===== config.mk =====
export PLATFORM = sky130hd
export DESIGN_NAME = pib_irq_bank
export DESIGN_NICKNAME = d
export VERILOG_FILES = /design/src/pib_pkg.sv /design/src/pib_reg_if.sv /design/src/pib_irq_bank.sv /design/src/pib_capture.sv /design/src/pib_wb_slave.sv
export SDC_FILE = /design/constraint.sdc
export NUM_CORES = 1
export LEC_CHECK = 0
export ABC_AREA = 1
export BUFFER_PORTS_ARGS = -buffer_cell sky130_fd_sc_hd__buf_2
export CORE_MARGIN = 1
export CORE_UTILIZATION = 40
export CTS_BUF_LIST = sky130_fd_sc_hd__clkbuf_16
export CTS_CLUSTER_SIZE = 28
export DETAILED_ROUTE_END_ITERATION = 6
export PLACE_DENSITY = 0.69
export SYNTH_ARGS = -nofsm -noshare
export SYNTH_HDL_FRONTEND = slang
export SYNTH_SLANG_ARGS = --single-unit

===== constraint.sdc =====
create_clock -name ref_clk -period 1.9 [get_ports ref_clk]
set_clock_uncertainty 0.1 [all_clocks]
set_input_delay 0 -clock ref_clk [delete_from_list [all_inputs] [get_ports ref_clk]]
set_output_delay 0 -clock ref_clk [all_outputs]
set_load 0.02 [all_outputs]

===== src/pib_pkg.sv =====
// constants for the peripheral interrupt flag bank
package pib_pkg;
  localparam int unsigned IDX_W = 6;
  localparam int unsigned DAT_W = 8;
  // register indices; byte address is four times the index
  localparam logic [IDX_W-1:0] IDX_FLAGS2  = 6'h10;
  localparam logic [IDX_W-1:0] IDX_ENABLE2 = 6'h11;
  localparam logic [IDX_W-1:0] IDX_FLAGS1  = 6'h16;
  localparam logic [IDX_W-1:0] IDX_ENABLE1 = 6'h20;
  localparam logic [IDX_W-1:0] IDX_CTRL    = 6'h21;
  // first flag register fields
  localparam int unsigned B_PORT_CHG = 7;
  localparam int unsigned B_TIMER3   = 6;
  localparam int unsigned B_TIMER2   = 5;
  localparam int unsigned B_TIMER1   = 4;
  localparam int unsigned B_CAPT2    = 3;
  localparam int unsigned B_CAPT1    = 2;
  localparam int unsigned B_U1_TX    = 1;
  localparam int unsigned B_U1_RX    = 0;
  // second flag and enable register fields
  localparam int unsigned B_SERIAL   = 7;
  localparam int unsigned B_BUS_COLL = 6;
  localparam int unsigned B_CONV     = 5;
  localparam int unsigned B_UNUSED   = 4;
  localparam int unsigned B_CAPT4    = 3;
  localparam int unsigned B_CAPT3    = 2;
  localparam int unsigned B_U2_TX    = 1;
  localparam int unsigned B_U2_RX    = 0;
  // control register fields
  localparam int unsigned B_PAIR_SEL = 0;
  localparam int unsigned B_CAP1_SEL = 1;
  // software-writable masks
  localparam logic [DAT_W-1:0] FLAGS1_SW_MASK  = 8'hFC;
  localparam logic [DAT_W-1:0] FLAGS2_SW_MASK  = 8'hEC;
  localparam logic [DAT_W-1:0] ENABLE1_MASK    = 8'hFF;
  localparam logic [DAT_W-1:0] ENABLE2_MASK    = 8'hEF;
  localparam logic [DAT_W-1:0] CTRL_MASK       = 8'h03;
  // values after reset
  localparam logic [DAT_W-1:0] FLAGS1_RST  = 8'h02;
  localparam logic [DAT_W-1:0] FLAGS2_RST  = 8'h02;
  localparam logic [DAT_W-1:0] ENABLE_RST  = 8'h00;
  localparam logic [DAT_W-1:0] CTRL_RST    = 8'h00;
  // capture prescale counts and the timer3 full count
  localparam logic [3:0] CAPT_DIV4_LAST  = 4'h3;
  localparam logic [3:0] CAPT_DIV16_LAST = 4'hF;
  localparam logic [15:0] TIMER3_FULL    = 16'hFFFF;
endpackage


===== src/pib_reg_if.sv =====
// register access carrier between bus slave and register bank
`timescale 1ns/1ns
`default_nettype none
interface pib_reg_if;
  import pib_pkg::*;
  logic             wr;
  logic             rd;
  logic [IDX_W-1:0] idx;
  logic [DAT_W-1:0] wdata;
  logic [DAT_W-1:0] rdata;
  modport bus  (output wr, output rd, output idx, output wdata, input rdata);
  modport regs (input wr, input rd, input idx, input wdata, output rdata);
endinterface
`default_nettype wire


===== src/pib_irq_bank.sv =====
// peripheral interrupt flag and enable bank with wishbone access
//
// Chosen here: register access over Wishbone.
`timescale 1ns/1ns
`default_nettype none
module pib_irq_bank import pib_pkg::*; #(
  parameter int unsigned PORT_W = 8
) (
  input  wire logic              ref_clk,
  input  wire logic              rstn,
  input  wire logic              wb_cyc_i,
  input  wire logic              wb_stb_i,
  input  wire logic              wb_we_i,
  input  wire logic [7:0]        wb_adr_i,
  input  wire logic [3:0]        wb_sel_i,
  input  wire logic [31:0]       wb_dat_i,
  output var  logic [31:0]       wb_dat_o,
  output var  logic              wb_ack_o,
  input  wire logic [PORT_W-1:0] change_monitored_port,
  input  wire logic              port_read_pulse,
  input  wire logic [7:0]        timer1_count,
  input  wire logic [7:0]        timer2_count,
  input  wire logic [15:0]       timer3_count,
  input  wire logic [7:0]        timer1_period_value,
  input  wire logic [7:0]        timer2_period_value,
  input  wire logic [15:0]       timer3_period_value,
  input  wire logic              capture1_pin,
  input  wire logic              capture2_pin,
  input  wire logic              capture3_pin,
  input  wire logic              capture4_pin,
  input  wire logic [7:0]        capture_modes,
  input  wire logic              usart1_tx_empty,
  input  wire logic              usart1_rx_full,
  input  wire logic              usart2_tx_empty,
  input  wire logic              usart2_rx_full,
  input  wire logic              serial_xfer_done,
  input  wire logic              serial_i2c_master,
  input  wire logic              serial_seq_done,
  input  wire logic              serial_idle,
  input  wire logic              serial_bus_start_stop,
  input  wire logic              serial_bus_collision,
  input  wire logic              converter_done,
  output var  logic              timer_pair_select,
  output var  logic              capture1_or_period_select,
  output var  logic              irq_req_r
);
  pib_reg_if rif ();

  logic [DAT_W-1:0]  peripheral_irq_flags_1_r;
  logic [DAT_W-1:0]  peripheral_irq_flags_1_nxt;
  logic [DAT_W-1:0]  peripheral_irq_flags_2_r;
  logic [DAT_W-1:0]  peripheral_irq_flags_2_nxt;
  logic [DAT_W-1:0]  peripheral_irq_enable_1_r;
  logic [DAT_W-1:0]  peripheral_irq_enable_2_r;
  logic [DAT_W-1:0]  set1;
  logic [DAT_W-1:0]  set2;
  logic [PORT_W-1:0] port_sync1_r;
  logic [PORT_W-1:0] port_sync2_r;
  logic [PORT_W-1:0] port_sync3_r;
  logic [PORT_W-1:0] port_stable_r;
  logic [PORT_W-1:0] port_latch_r;
  logic              port_primed_r;
  logic              port_mismatch;
  logic              t1_match_r;
  logic              t2_match_r;
  logic              pair_match_r;
  logic              t3_match_r;
  logic              t3_full_r;
  logic              t1_set;
  logic              t2_set;
  logic              t3_set;
  logic [3:0]        capt_pins;
  logic [3:0]        capt_event;
  logic              serial_set;
  logic              bus_coll_set;

  initial begin
    if (PORT_W < 1 || PORT_W > DAT_W) $error("pib_irq_bank: PORT_W must be 1..8");
  end

  pib_wb_slave u_wb (
    .ref_clk  (ref_clk),
    .rstn     (rstn),
    .wb_cyc_i (wb_cyc_i),
    .wb_stb_i (wb_stb_i),
    .wb_we_i  (wb_we_i),
    .wb_adr_i (wb_adr_i),
    .wb_sel_i (wb_sel_i),
    .wb_dat_i (wb_dat_i),
    .wb_dat_o (wb_dat_o),
    .wb_ack_o (wb_ack_o),
    .rif      (rif)
  );

  // pin inputs pass three stages
  always_ff @(posedge ref_clk) begin
    if (!rstn) begin
      port_sync1_r <= '0;
      port_sync2_r <= '0;
      port_sync3_r <= '0;
    end else begin
      port_sync1_r <= change_monitored_port;
      port_sync2_r <= port_sync1_r;
      port_sync3_r <= port_sync2_r;
    end
  end

  // per bit: a change counts once stages two and three agree
  always_ff @(posedge ref_clk) begin
    if (!rstn) begin
      port_stable_r <= '0;
    end else begin
      for (int i = 0; i < PORT_W; i++) begin
        if (port_sync2_r[i] == port_sync3_r[i]) begin
          port_stable_r[i] <= port_sync3_r[i];
        end
      end
    end
  end

  // latch the port once after reset, then on every port read
  always_ff @(posedge ref_clk) begin
    if (!rstn) begin
      port_latch_r  <= '0;
      port_primed_r <= 1'b0;
    end else if (!port_primed_r || port_read_pulse) begin
      port_latch_r  <= port_stable_r;
      port_primed_r <= 1'b1;
    end
  end

  assign port_mismatch = port_primed_r && (port_stable_r != port_latch_r);

  // period and overflow trackers, one cycle behind the counts
  always_ff @(posedge ref_clk) begin
    if (!rstn) begin
      t1_match_r   <= 1'b0;
      t2_match_r   <= 1'b0;
      pair_match_r <= 1'b0;
      t3_match_r   <= 1'b0;
      t3_full_r    <= 1'b0;
    end else begin
      t1_match_r   <= timer1_count == timer1_period_value;
      t2_match_r   <= timer2_count == timer2_period_value;
      pair_match_r <= {timer2_count, timer1_count} == {timer2_period_value, timer1_period_value};
      t3_match_r   <= timer3_count == timer3_period_value;
      t3_full_r    <= timer3_count == TIMER3_FULL;
    end
  end

  // paired timers use the joined period
  assign t1_set = timer_pair_select
                ? (pair_match_r && ({timer2_count, timer1_count} == 16'h0000))
                : (t1_match_r && (timer1_count == 8'h00));
  assign t2_set = t2_match_r && (timer2_count == 8'h00);
  assign t3_set = (timer3_count == 16'h0000)
                && (capture1_or_period_select ? t3_full_r : t3_match_r);

  assign capt_pins = {capture4_pin, capture3_pin, capture2_pin, capture1_pin};

  // capture3 and capture4 the same way
  for (genvar g = 0; g < 4; g++) begin : g_capt
    pib_capture #(
      .SYNC_N (3)
    ) u_capt (
      .ref_clk (ref_clk),
      .rstn    (rstn),
      .pin     (capt_pins[g]),
      .mode    (capture_modes[2*g+1 -: 2]),
      .event_r (capt_event[g])
    );
  end

  // idle start or stop on the bus
  assign serial_set = serial_xfer_done
                    || (serial_i2c_master && serial_seq_done)
                    || (serial_idle && serial_bus_start_stop);
  assign bus_coll_set = serial_i2c_master && serial_bus_collision;

  always_comb begin
    set1 = 8'h00;
    set1[B_PORT_CHG] = port_mismatch;
    set1[B_TIMER3]   = t3_set;
    set1[B_TIMER2]   = t2_set;
    set1[B_TIMER1]   = t1_set;
    set1[B_CAPT2]    = capt_event[1];
    set1[B_CAPT1]    = capt_event[0];
    set2 = 8'h00;
    set2[B_SERIAL]   = serial_set;
    set2[B_BUS_COLL] = bus_coll_set;
    set2[B_CONV]     = converter_done;
    set2[B_CAPT4]    = capt_event[3];
    set2[B_CAPT3]    = capt_event[2];
  end

  // write stores, then hardware sets override a clear
  always_comb begin
    peripheral_irq_flags_1_nxt = peripheral_irq_flags_1_r;
    if (rif.wr && rif.idx == IDX_FLAGS1) begin
      peripheral_irq_flags_1_nxt = (peripheral_irq_flags_1_r & ~FLAGS1_SW_MASK)
                                 | (rif.wdata & FLAGS1_SW_MASK);
    end
    peripheral_irq_flags_1_nxt = peripheral_irq_flags_1_nxt | set1;
    peripheral_irq_flags_1_nxt[B_U1_TX] = usart1_tx_empty;
    peripheral_irq_flags_1_nxt[B_U1_RX] = usart1_rx_full;
  end

  // same policy on the second bank
  always_comb begin
    peripheral_irq_flags_2_nxt = peripheral_irq_flags_2_r;
    if (rif.wr && rif.idx == IDX_FLAGS2) begin
      peripheral_irq_flags_2_nxt = (peripheral_irq_flags_2_r & ~FLAGS2_SW_MASK)
                                 | (rif.wdata & FLAGS2_SW_MASK);
    end
    peripheral_irq_flags_2_nxt = peripheral_irq_flags_2_nxt | set2;
    peripheral_irq_flags_2_nxt[B_U2_TX] = usart2_tx_empty;
    peripheral_irq_flags_2_nxt[B_U2_RX] = usart2_rx_full;
    peripheral_irq_flags_2_nxt[B_UNUSED] = 1'b0;
  end

  always_ff @(posedge ref_clk) begin
    if (!rstn) begin
      peripheral_irq_flags_1_r <= FLAGS1_RST;
      peripheral_irq_flags_2_r <= FLAGS2_RST;
    end else begin
      peripheral_irq_flags_1_r <= peripheral_irq_flags_1_nxt;
      peripheral_irq_flags_2_r <= peripheral_irq_flags_2_nxt;
    end
  end

  // enable bits, bit 4 of the second enable masked off
  always_ff @(posedge ref_clk) begin
    if (!rstn) begin
      peripheral_irq_enable_1_r <= ENABLE_RST;
      peripheral_irq_enable_2_r <= ENABLE_RST;
    end else if (rif.wr) begin
      if (rif.idx == IDX_ENABLE1) begin
        peripheral_irq_enable_1_r <= rif.wdata & ENABLE1_MASK;
      end
      if (rif.idx == IDX_ENABLE2) begin
        peripheral_irq_enable_2_r <= rif.wdata & ENABLE2_MASK;
      end
    end
  end

  // mode selects steer the timer flag qualification
  always_ff @(posedge ref_clk) begin
    if (!rstn) begin
      timer_pair_select         <= CTRL_RST[B_PAIR_SEL];
      capture1_or_period_select <= CTRL_RST[B_CAP1_SEL];
    end else if (rif.wr && rif.idx == IDX_CTRL) begin
      timer_pair_select         <= rif.wdata[B_PAIR_SEL];
      capture1_or_period_select <= rif.wdata[B_CAP1_SEL];
    end
  end

  // request from any enabled flag; one cycle behind the flags
  always_ff @(posedge ref_clk) begin
    if (!rstn) begin
      irq_req_r <= 1'b0;
    end else begin
      irq_req_r <= |({peripheral_irq_flags_1_r, peripheral_irq_flags_2_r}
                   & {peripheral_irq_enable_1_r, peripheral_irq_enable_2_r});
    end
  end

  // read mux; unmapped indices answer zero
  always_comb begin
    unique case (rif.idx)
      IDX_FLAGS1:  rif.rdata = peripheral_irq_flags_1_r;
      IDX_FLAGS2:  rif.rdata = peripheral_irq_flags_2_r;
      IDX_ENABLE1: rif.rdata = peripheral_irq_enable_1_r;
      IDX_ENABLE2: rif.rdata = peripheral_irq_enable_2_r;
      IDX_CTRL:    rif.rdata = {6'h00, capture1_or_period_select, timer_pair_select};
      default:     rif.rdata = 8'h00;
    endcase
  end
endmodule
`default_nettype wire


===== src/pib_capture.sv =====
// capture pin synchroniser, edge select and prescaler
`timescale 1ns/1ns
`default_nettype none
module pib_capture import pib_pkg::*; #(
  parameter int unsigned SYNC_N = 3
) (
  input  wire logic       ref_clk,
  input  wire logic       rstn,
  input  wire logic       pin,
  input  wire logic [1:0] mode,
  output var  logic       event_r
);
  logic [SYNC_N-1:0] sync_r;
  logic              stable_r;
  logic [3:0]        rise_cnt_r;
  logic              rise;
  logic              fall;

  initial begin
    if (SYNC_N != 3) $error("pib_capture: SYNC_N must be 3");
  end

  always_ff @(posedge ref_clk) begin
    if (!rstn) begin
      sync_r <= '0;
    end else begin
      sync_r <= {sync_r[SYNC_N-2:0], pin};
    end
  end

  // a level counts only once the last two stages agree
  always_ff @(posedge ref_clk) begin
    if (!rstn) begin
      stable_r <= 1'b0;
    end else if (sync_r[2] == sync_r[1]) begin
      stable_r <= sync_r[2];
    end
  end

  assign rise = (sync_r[2] == sync_r[1]) && sync_r[2] && !stable_r;
  assign fall = (sync_r[2] == sync_r[1]) && !sync_r[2] && stable_r;

  always_ff @(posedge ref_clk) begin
    if (!rstn) begin
      rise_cnt_r <= 4'h0;
    end else if (rise) begin
      rise_cnt_r <= rise_cnt_r + 4'h1;
    end
  end

  always_ff @(posedge ref_clk) begin
    if (!rstn) begin
      event_r <= 1'b0;
    end else begin
      unique case (mode)
        2'h0: event_r <= fall;
        2'h1: event_r <= rise;
        2'h2: event_r <= rise && (rise_cnt_r[1:0] == CAPT_DIV4_LAST[1:0]);
        2'h3: event_r <= rise && (rise_cnt_r == CAPT_DIV16_LAST);
      endcase
    end
  end
endmodule
`default_nettype wire


===== src/pib_wb_slave.sv =====
// classic wishbone slave feeding the register carrier
`timescale 1ns/1ns
`default_nettype none
module pib_wb_slave import pib_pkg::*; (
  input  wire logic        ref_clk,
  input  wire logic        rstn,
  input  wire logic        wb_cyc_i,
  input  wire logic        wb_stb_i,
  input  wire logic        wb_we_i,
  input  wire logic [7:0]  wb_adr_i,
  input  wire logic [3:0]  wb_sel_i,
  input  wire logic [31:0] wb_dat_i,
  output var  logic [31:0] wb_dat_o,
  output var  logic        wb_ack_o,
  pib_reg_if.bus           rif
);
  logic req;

  assign req       = wb_cyc_i && wb_stb_i;
  assign rif.idx   = wb_adr_i[7:2];
  assign rif.wdata = wb_dat_i[7:0];
  // effects land on the edge where the master samples ack
  assign rif.wr    = req && wb_ack_o && wb_we_i && wb_sel_i[0];
  assign rif.rd    = req && wb_ack_o && !wb_we_i;

  always_ff @(posedge ref_clk) begin
    if (!rstn) begin
      wb_ack_o <= 1'b0;
    end else begin
      wb_ack_o <= req && !wb_ack_o;
    end
  end

  // unmapped indices read as zero through the bank mux
  always_ff @(posedge ref_clk) begin
    if (!rstn) begin
      wb_dat_o <= 32'h0000_0000;
    end else if (req && !wb_ack_o) begin
      wb_dat_o <= {24'h00_0000, rif.rdata};
    end
  end
endmodule
`default_nettype wire


Word level (Yosys, flattened, before mapping)
Cells that the tools add are included.
{"block": "totals", "wordCells": 169, "out_inout_bits": 36, "register_bits": 125, "in_bits": 145}
{"block": "op_classes", "n_addsub": 4, "muxes": 9, "eq_ne": 43, "n_reduce_logical": 64, "bitwise": 5}
{"op": "1-bit logical AND", "count": 40}
{"op": "8-bit one-hot mux with 5 select lines", "count": 1}
{"op": "16-bit equality test", "count": 2}
{"op": "16-bit zero test", "count": 2}
{"op": "2-bit equality test, second input constant", "count": 12}
{"op": "6-bit by 5-bit equality test with 1-bit output, second input constant", "count": 3}
{"op": "4-bit by 1-bit adder with 4-bit output, second input constant", "count": 4}
{"op": "16-bit bitwise AND", "count": 1}
{"op": "16-bit equality test, second input constant", "count": 1}
{"op": "4-bit equality test, second input constant", "count": 4}
{"op": "8-bit equality test", "count": 2}
{"op": "8-bit zero test", "count": 2}
{"op": "8-bit 2-to-1 mux", "count": 2}
{"op": "8-bit OR", "count": 2}
{"op": "1-bit one-hot mux with 4 select lines", "count": 4}
{"op": "16-bit OR reduction", "count": 1}
{"op": "1-bit equality test", "count": 12}
{"op": "6-bit equality test, second input constant", "count": 2}
{"op": "1-bit zero test", "count": 10}
{"op": "2-bit by 1-bit equality test with 1-bit output, second input constant", "count": 4}
{"op": "2-bit zero test", "count": 4}
{"op": "8-bit != test", "count": 1}
{"op": "2-bit by 8-bit OR with 8-bit output", "count": 1}
{"op": "5-bit by 8-bit OR with 8-bit output", "count": 1}
{"op": "other kinds (3)", "count": 7}

Longest topological paths before layout
{"block": "logic_depth", "depth_word": 7, "ltp_mapped": 10, "mapped_depth_nobuf": 9}

Hierarchy
Synthesis repeated with hierarchy kept, for this count alone.
{"block": "unflattened", "cells_unflattened": 857, "hier_area_um2": 6048.3}
{"module": "pib_irq_bank", "area_per_inst_um2": 3749.8, "cells_per_inst": 555, "seq_area_each_um2": 1581.5, "instances": 1}
{"module": "pib_capture", "area_per_inst_um2": 401.6, "cells_per_inst": 51, "seq_area_each_um2": 180.2, "instances": 4}
{"module": "pib_wb_slave", "area_per_inst_um2": 691.9, "cells_per_inst": 98, "seq_area_each_um2": 180.2, "instances": 1}

Worst setup path before layout
No wires, ideal clock.
{"block": "synth_path", "path_kind": "reg2reg", "startpoint": "register u_wb.wb_ack_o", "endpoint": "register peripheral_irq_enable_1_r[1]", "required_time_ns": 1.681, "path_slack_ns": 0.413, "synth_period_minus_slack_ns": 1.487, "arrival_ns": 1.268, "path_buffers": 0, "setup_time_ns": 0.119, "stages_incl_launch_ff": 8, "cell_sequence": "dfxtp_1 nand3_1 nor2_4 inv_2 nor2_4 inv_2 o21ai_0 a21oi_1"}
{"block": "synth_via", "elab_chain_len": 4}
{"element": "from (decl)", "line_no": "pib_wb_slave.sv:14", "rtl": "output var logic wb_ack_o,"}
{"element": "from (signal assigned)", "line_no": "pib_wb_slave.sv:30", "rtl": "wb_ack_o <= req && !wb_ack_o;"}
{"element": "1-bit logical AND (3 in a row)", "line_no": "pib_wb_slave.sv:23", "rtl": "assign rif.wr = req && wb_ack_o && wb_we_i && wb_sel_i[0];"}
{"element": "2-bit AND reduction (no line)"}
{"element": "to (signal assigned)", "line_no": "pib_irq_bank.sv:238", "rtl": "peripheral_irq_enable_1_r <= rif.wdata & ENABLE1_MASK;"}
{"element": "to (decl)", "line_no": "pib_irq_bank.sv:53", "rtl": "logic [DAT_W-1:0] peripheral_irq_enable_1_r;"}
Every way passes these cells.
A chain may end at the register's enable or synchronous reset.

Worst setup path after layout
{"block": "layout_path", "startpoint": "input port timer3_count[14]", "endpoint": "register t3_full_r"}
{"block": "layout_via", "elab_chain_len": 1}
{"element": "from (decl)", "line_no": "pib_irq_bank.sv:23", "rtl": "input wire logic [15:0] timer3_count,"}
{"element": "16-bit equality test", "line_no": "pib_irq_bank.sv:147", "rtl": "t3_full_r <= timer3_count == TIMER3_FULL;"}
{"element": "to (signal assigned)", "line_no": "pib_irq_bank.sv:141", "rtl": "t3_full_r <= 1'b0;"}
{"element": "to (signal assigned)", "line_no": "pib_irq_bank.sv:147"}
{"element": "to (decl)", "line_no": "pib_irq_bank.sv:68", "rtl": "logic t3_full_r;"}
Every way passes these cells.

==> results_dict.tcl <==
set metrics [dict create \
    drtPass1Iterations 5 \
    die_area_mm2 0.01503 \
    post-route-drc-count 0 \
    grt_pass1_vias 5976 \
    synth_edf_count 0 \
    regToRegSetupSlack_ns 0.08 \
    synth_flop_cell "dfxtp_1" \
    postRouteAntennaNets 0 \
    dpl.hpwl_um 9489 \
    power_frac_seq 0.411 \
    mostFrequentLayoutCells "143 x nand2_1, 127 x buf_2, 124 x dfxtp_1, 124 x dlygate4sd3_1, 112 x inv_1" \
    insertedDiodeCount 0 \
    outcome "completed" \
    start_kind "input port" \
    power.total_mw 6.543 \
    pwr-share-comb 0.117 \
    critPathTopFamily "buffers and inverters" \
    htree_levels 4 \
    cts_max_path_buffers 2 \
    start_util 0.4142 \
    wl_per_cell_um 13.19 \
    async_reset_ff_frac 0 \
    tns_ns 0 \
    cpMaxStageDelayCell "dlygate4sd3_1" \
    track_usage 0.2390 \
    whs_ns 0.01223 \
    synth.largest_area_cell "dfxtp_1" \
    crit_fanout 3 \
    p_leak_nw 4.018 \
    r2r-start "u_wb.wb_ack_o$_SDFF_PN0_" \
    finalWirelength_um 16490 \
    synth_top_area_share 0.4268 \
    power_per_cell_area_mw_per_mm2 775.4 \
    drive_above_1_share 0.1907 \
    reg2reg_to "peripheral_irq_flags_2_r[5]$_SDFF_PN0_" \
    period_needed_ns 1.824 \
    crit_chain "dlygate4sd3_1 > buf_2 > nand3_1 > dlygate4sd3_1 > nor3_1 > dlygate4sd3_1" \
    die_h_um 122.6 \
    row_count 43 \
    io_buffers 127 \
    clkPwrFrac 0.472 \
    slew_violations 0 \
    synth_cell_types 41 \
    clock_latency_ns 0.42 \
    power_switching_mw 1.684 \
    path_clk_slew_ns 0.06 \
    finalCritPeriodShare 0.9601 \
    antenna_found_initial 0 \
    synth.area.top_cells "dfxtp_1 43%, nand2_1 9.2%, inv_1 7.2%, nor2_1 6.9%, o21ai_0 4.7%" \
    cp-endpoint "t3_full_r$_SDFF_PN0_" \
    synth_seq_cells 124 \
    globalplace.congestion 0.8445 \
    crit_cells 6 \
    yosys_warnings 0 \
    switching_share 0.2574 \
    critPathMaxStageDelay_ns 0.56 \
    worst-path-buf-inv 4 \
    numCtsBuffers 17 \
    nNetsFinal 1215 \
    drtIter0Drc 416 \
    grt_start_max_net_pins 47 \
    syn_area_mm2 0.005817 \
    fillers 1182 \
    regArea_mm2 0.002482 \
    p_int_mw 4.858 \
    final_hold_viol_count 0 \
    critPathCaptureType "flip-flop" \
    core-area_mm2 0.01404 \
    required_ns 2.16 \
    final_common_cell "nand2_1" \
    grt-ovfl-total 0 \
    critical_path_arrival_ns 2.09 \
    path_class "input port to flip-flop" \
    crit_path_frequent_cell "dlygate4sd3_1" \
    vias_per_cell 4.818 \
    vias 6022 \
    fmax_mhz 548.2 \
    area_delta_synth_final_pct 45.06 \
    syn_inst 795 \
    multi_input_area_mm2 0.002721 \
    startpoint "timer3_count[14]" \
    finalSetupViolCount 0 \
    utilization 0.6009 \
    relSlewSlack 0.3087 \
    dieWidth_um 122.6 \
    rsz0062_at_grt "no" \
    cts_tree "done" \
    seq_area_frac_synth 0.4268 \
    ioPinCount 181 \
    hold_class "input port to flip-flop" \
    ir_drop_uv 574.7 \
    root_buffer "clkbuf_16" \
    grt_pass1_wl_um 27580 \
    cap_violations 0 \
    cts.sinks 124 \
    worst_pin_slew_ns 1.034 \
    syn_avg_cell_area_um2 7.317 \
    rr_worst_depth 7 \
]
-- power groups by stage --
stage               Clock [mW]  Combinational, mW  Sequential [mW]
floorplan                    0              0.327             2.74
global placement             0              0.497             2.74
detailed placement           0              0.503             2.75
CTS                       3.14              0.728             2.69
global route              3.28              0.837             2.70
finish                    3.09              0.762             2.69
-- cells in the mapped netlist, types with 4 or more instances --
cell / count
a21oi_1: 49
buf_4: 24
clkbuf_1: 13
dfxtp_1: 124
ha_1: 12
inv_1: 112
nand2_1: 143
nand2_4: 4
nand3_1: 39
nand4_1: 18
nor2_1: 107
nor2_2: 5
nor2_4: 5
nor3_1: 9
o21ai_0: 55
o21bai_1: 4
or2_2: 5
xnor2_1: 16
xor2_1: 11
-- worst min-delay path, delay by kind of cell --
family	cells	cell delay, ns
buffers and inverters	2	0.32
AO/OA/AOI/OAI	1	0.17
-- metrics by stage --
stage / area [um^2] / setup slack, ns / cells
after floorplan: 5903 / 0.4127 / 818
after global placement: 6564 / 0.4159 / 1091
after detailed placement: 6564 / 0.3551 / 1091
after CTS: 8409 / 0.04051 / 1249
after global routing: 8438 / 0.00008837 / 1250
final: 8438 / 0.07575 / 1250
-- cells by family after synthesis --
family,synth area share
fa+ha+maj,0.02581
other cells,0.0006447
xor+xnor,0.04065
buf+inv,0.1248
compound gates,0.1166
flops,0.4268
simple gates,0.2648
-- worst min path at each step --
stage	start	end	slack (ns)	cells past startpoint
after floorplan	rstn	port_primed_r$_SDFFE_PN0P_	-0.01	1
after global placement	change_monitored_port[5]	port_sync1_r[5]$_SDFF_PN0_	0.08	3
after detailed placement	change_monitored_port[5]	port_sync1_r[5]$_SDFF_PN0_	0.09	3
after CTS	rstn	u_wb.wb_dat_o[4]$_SDFFE_PN0P_	0.007	3
after global routing	wb_adr_i[7]	capture1_or_period_select$_SDFFE_PN0P_	0.04	5
final	rstn	u_wb.wb_dat_o[4]$_SDFFE_PN0P_	0.01	3
-- repair_timing --
action | in CTS | in global routing
hold endpoints to repair | 80 | 0
hold buffers | 127 | 0
gates resized for setup | 0 | 7
setup buffers | 0 | 3
endpoints found under the setup margin | 0 | 4
-- flip-flops by register name, indices dropped and copies added (netlist names), 4 cells and up --
name and flops:
port_latch_r 8, port_sync2_r 8, g_capt.u_capt.rise_cnt_r 16, peripheral_irq_flags_1_r 8, port_sync3_r 8, u_wb.wb_dat_o 8, g_capt.u_capt.stable_r 4, peripheral_irq_enable_1_r 8
peripheral_irq_flags_2_r 7, peripheral_irq_enable_2_r 7, port_stable_r 8, port_sync1_r 8, g_capt.u_capt.sync_r 12, g_capt.u_capt.event_r 4
-- routing by layer --
| layer | part of all wire | track usage | up-vias |
|---|---|---|---|
| met5 | 0 | 0 | - |
| met4 | 0.053 | 0.1334 | 0 |
| met3 | 0.059 | 0.07156 | 89 |
| met2 | 0.48 | 0.3989 | 255 |
| met1 | 0.41 | 0.2714 | 2675 |
| li1 | - | - | 3003 |
-- cell type report --
type | instances | share of cell area
Timing Repair Buffer | 263 | 0.2361
Sequential cell | 124 | 0.2942
Tap cell | 180 | 0.02669
Clock inverter | 14 | 0.01646
Multi-Input combinational cell | 534 | 0.3225
Inverter | 118 | 0.05368
Clock buffer | 17 | 0.05042
Power figures use the tool's default switching activity.
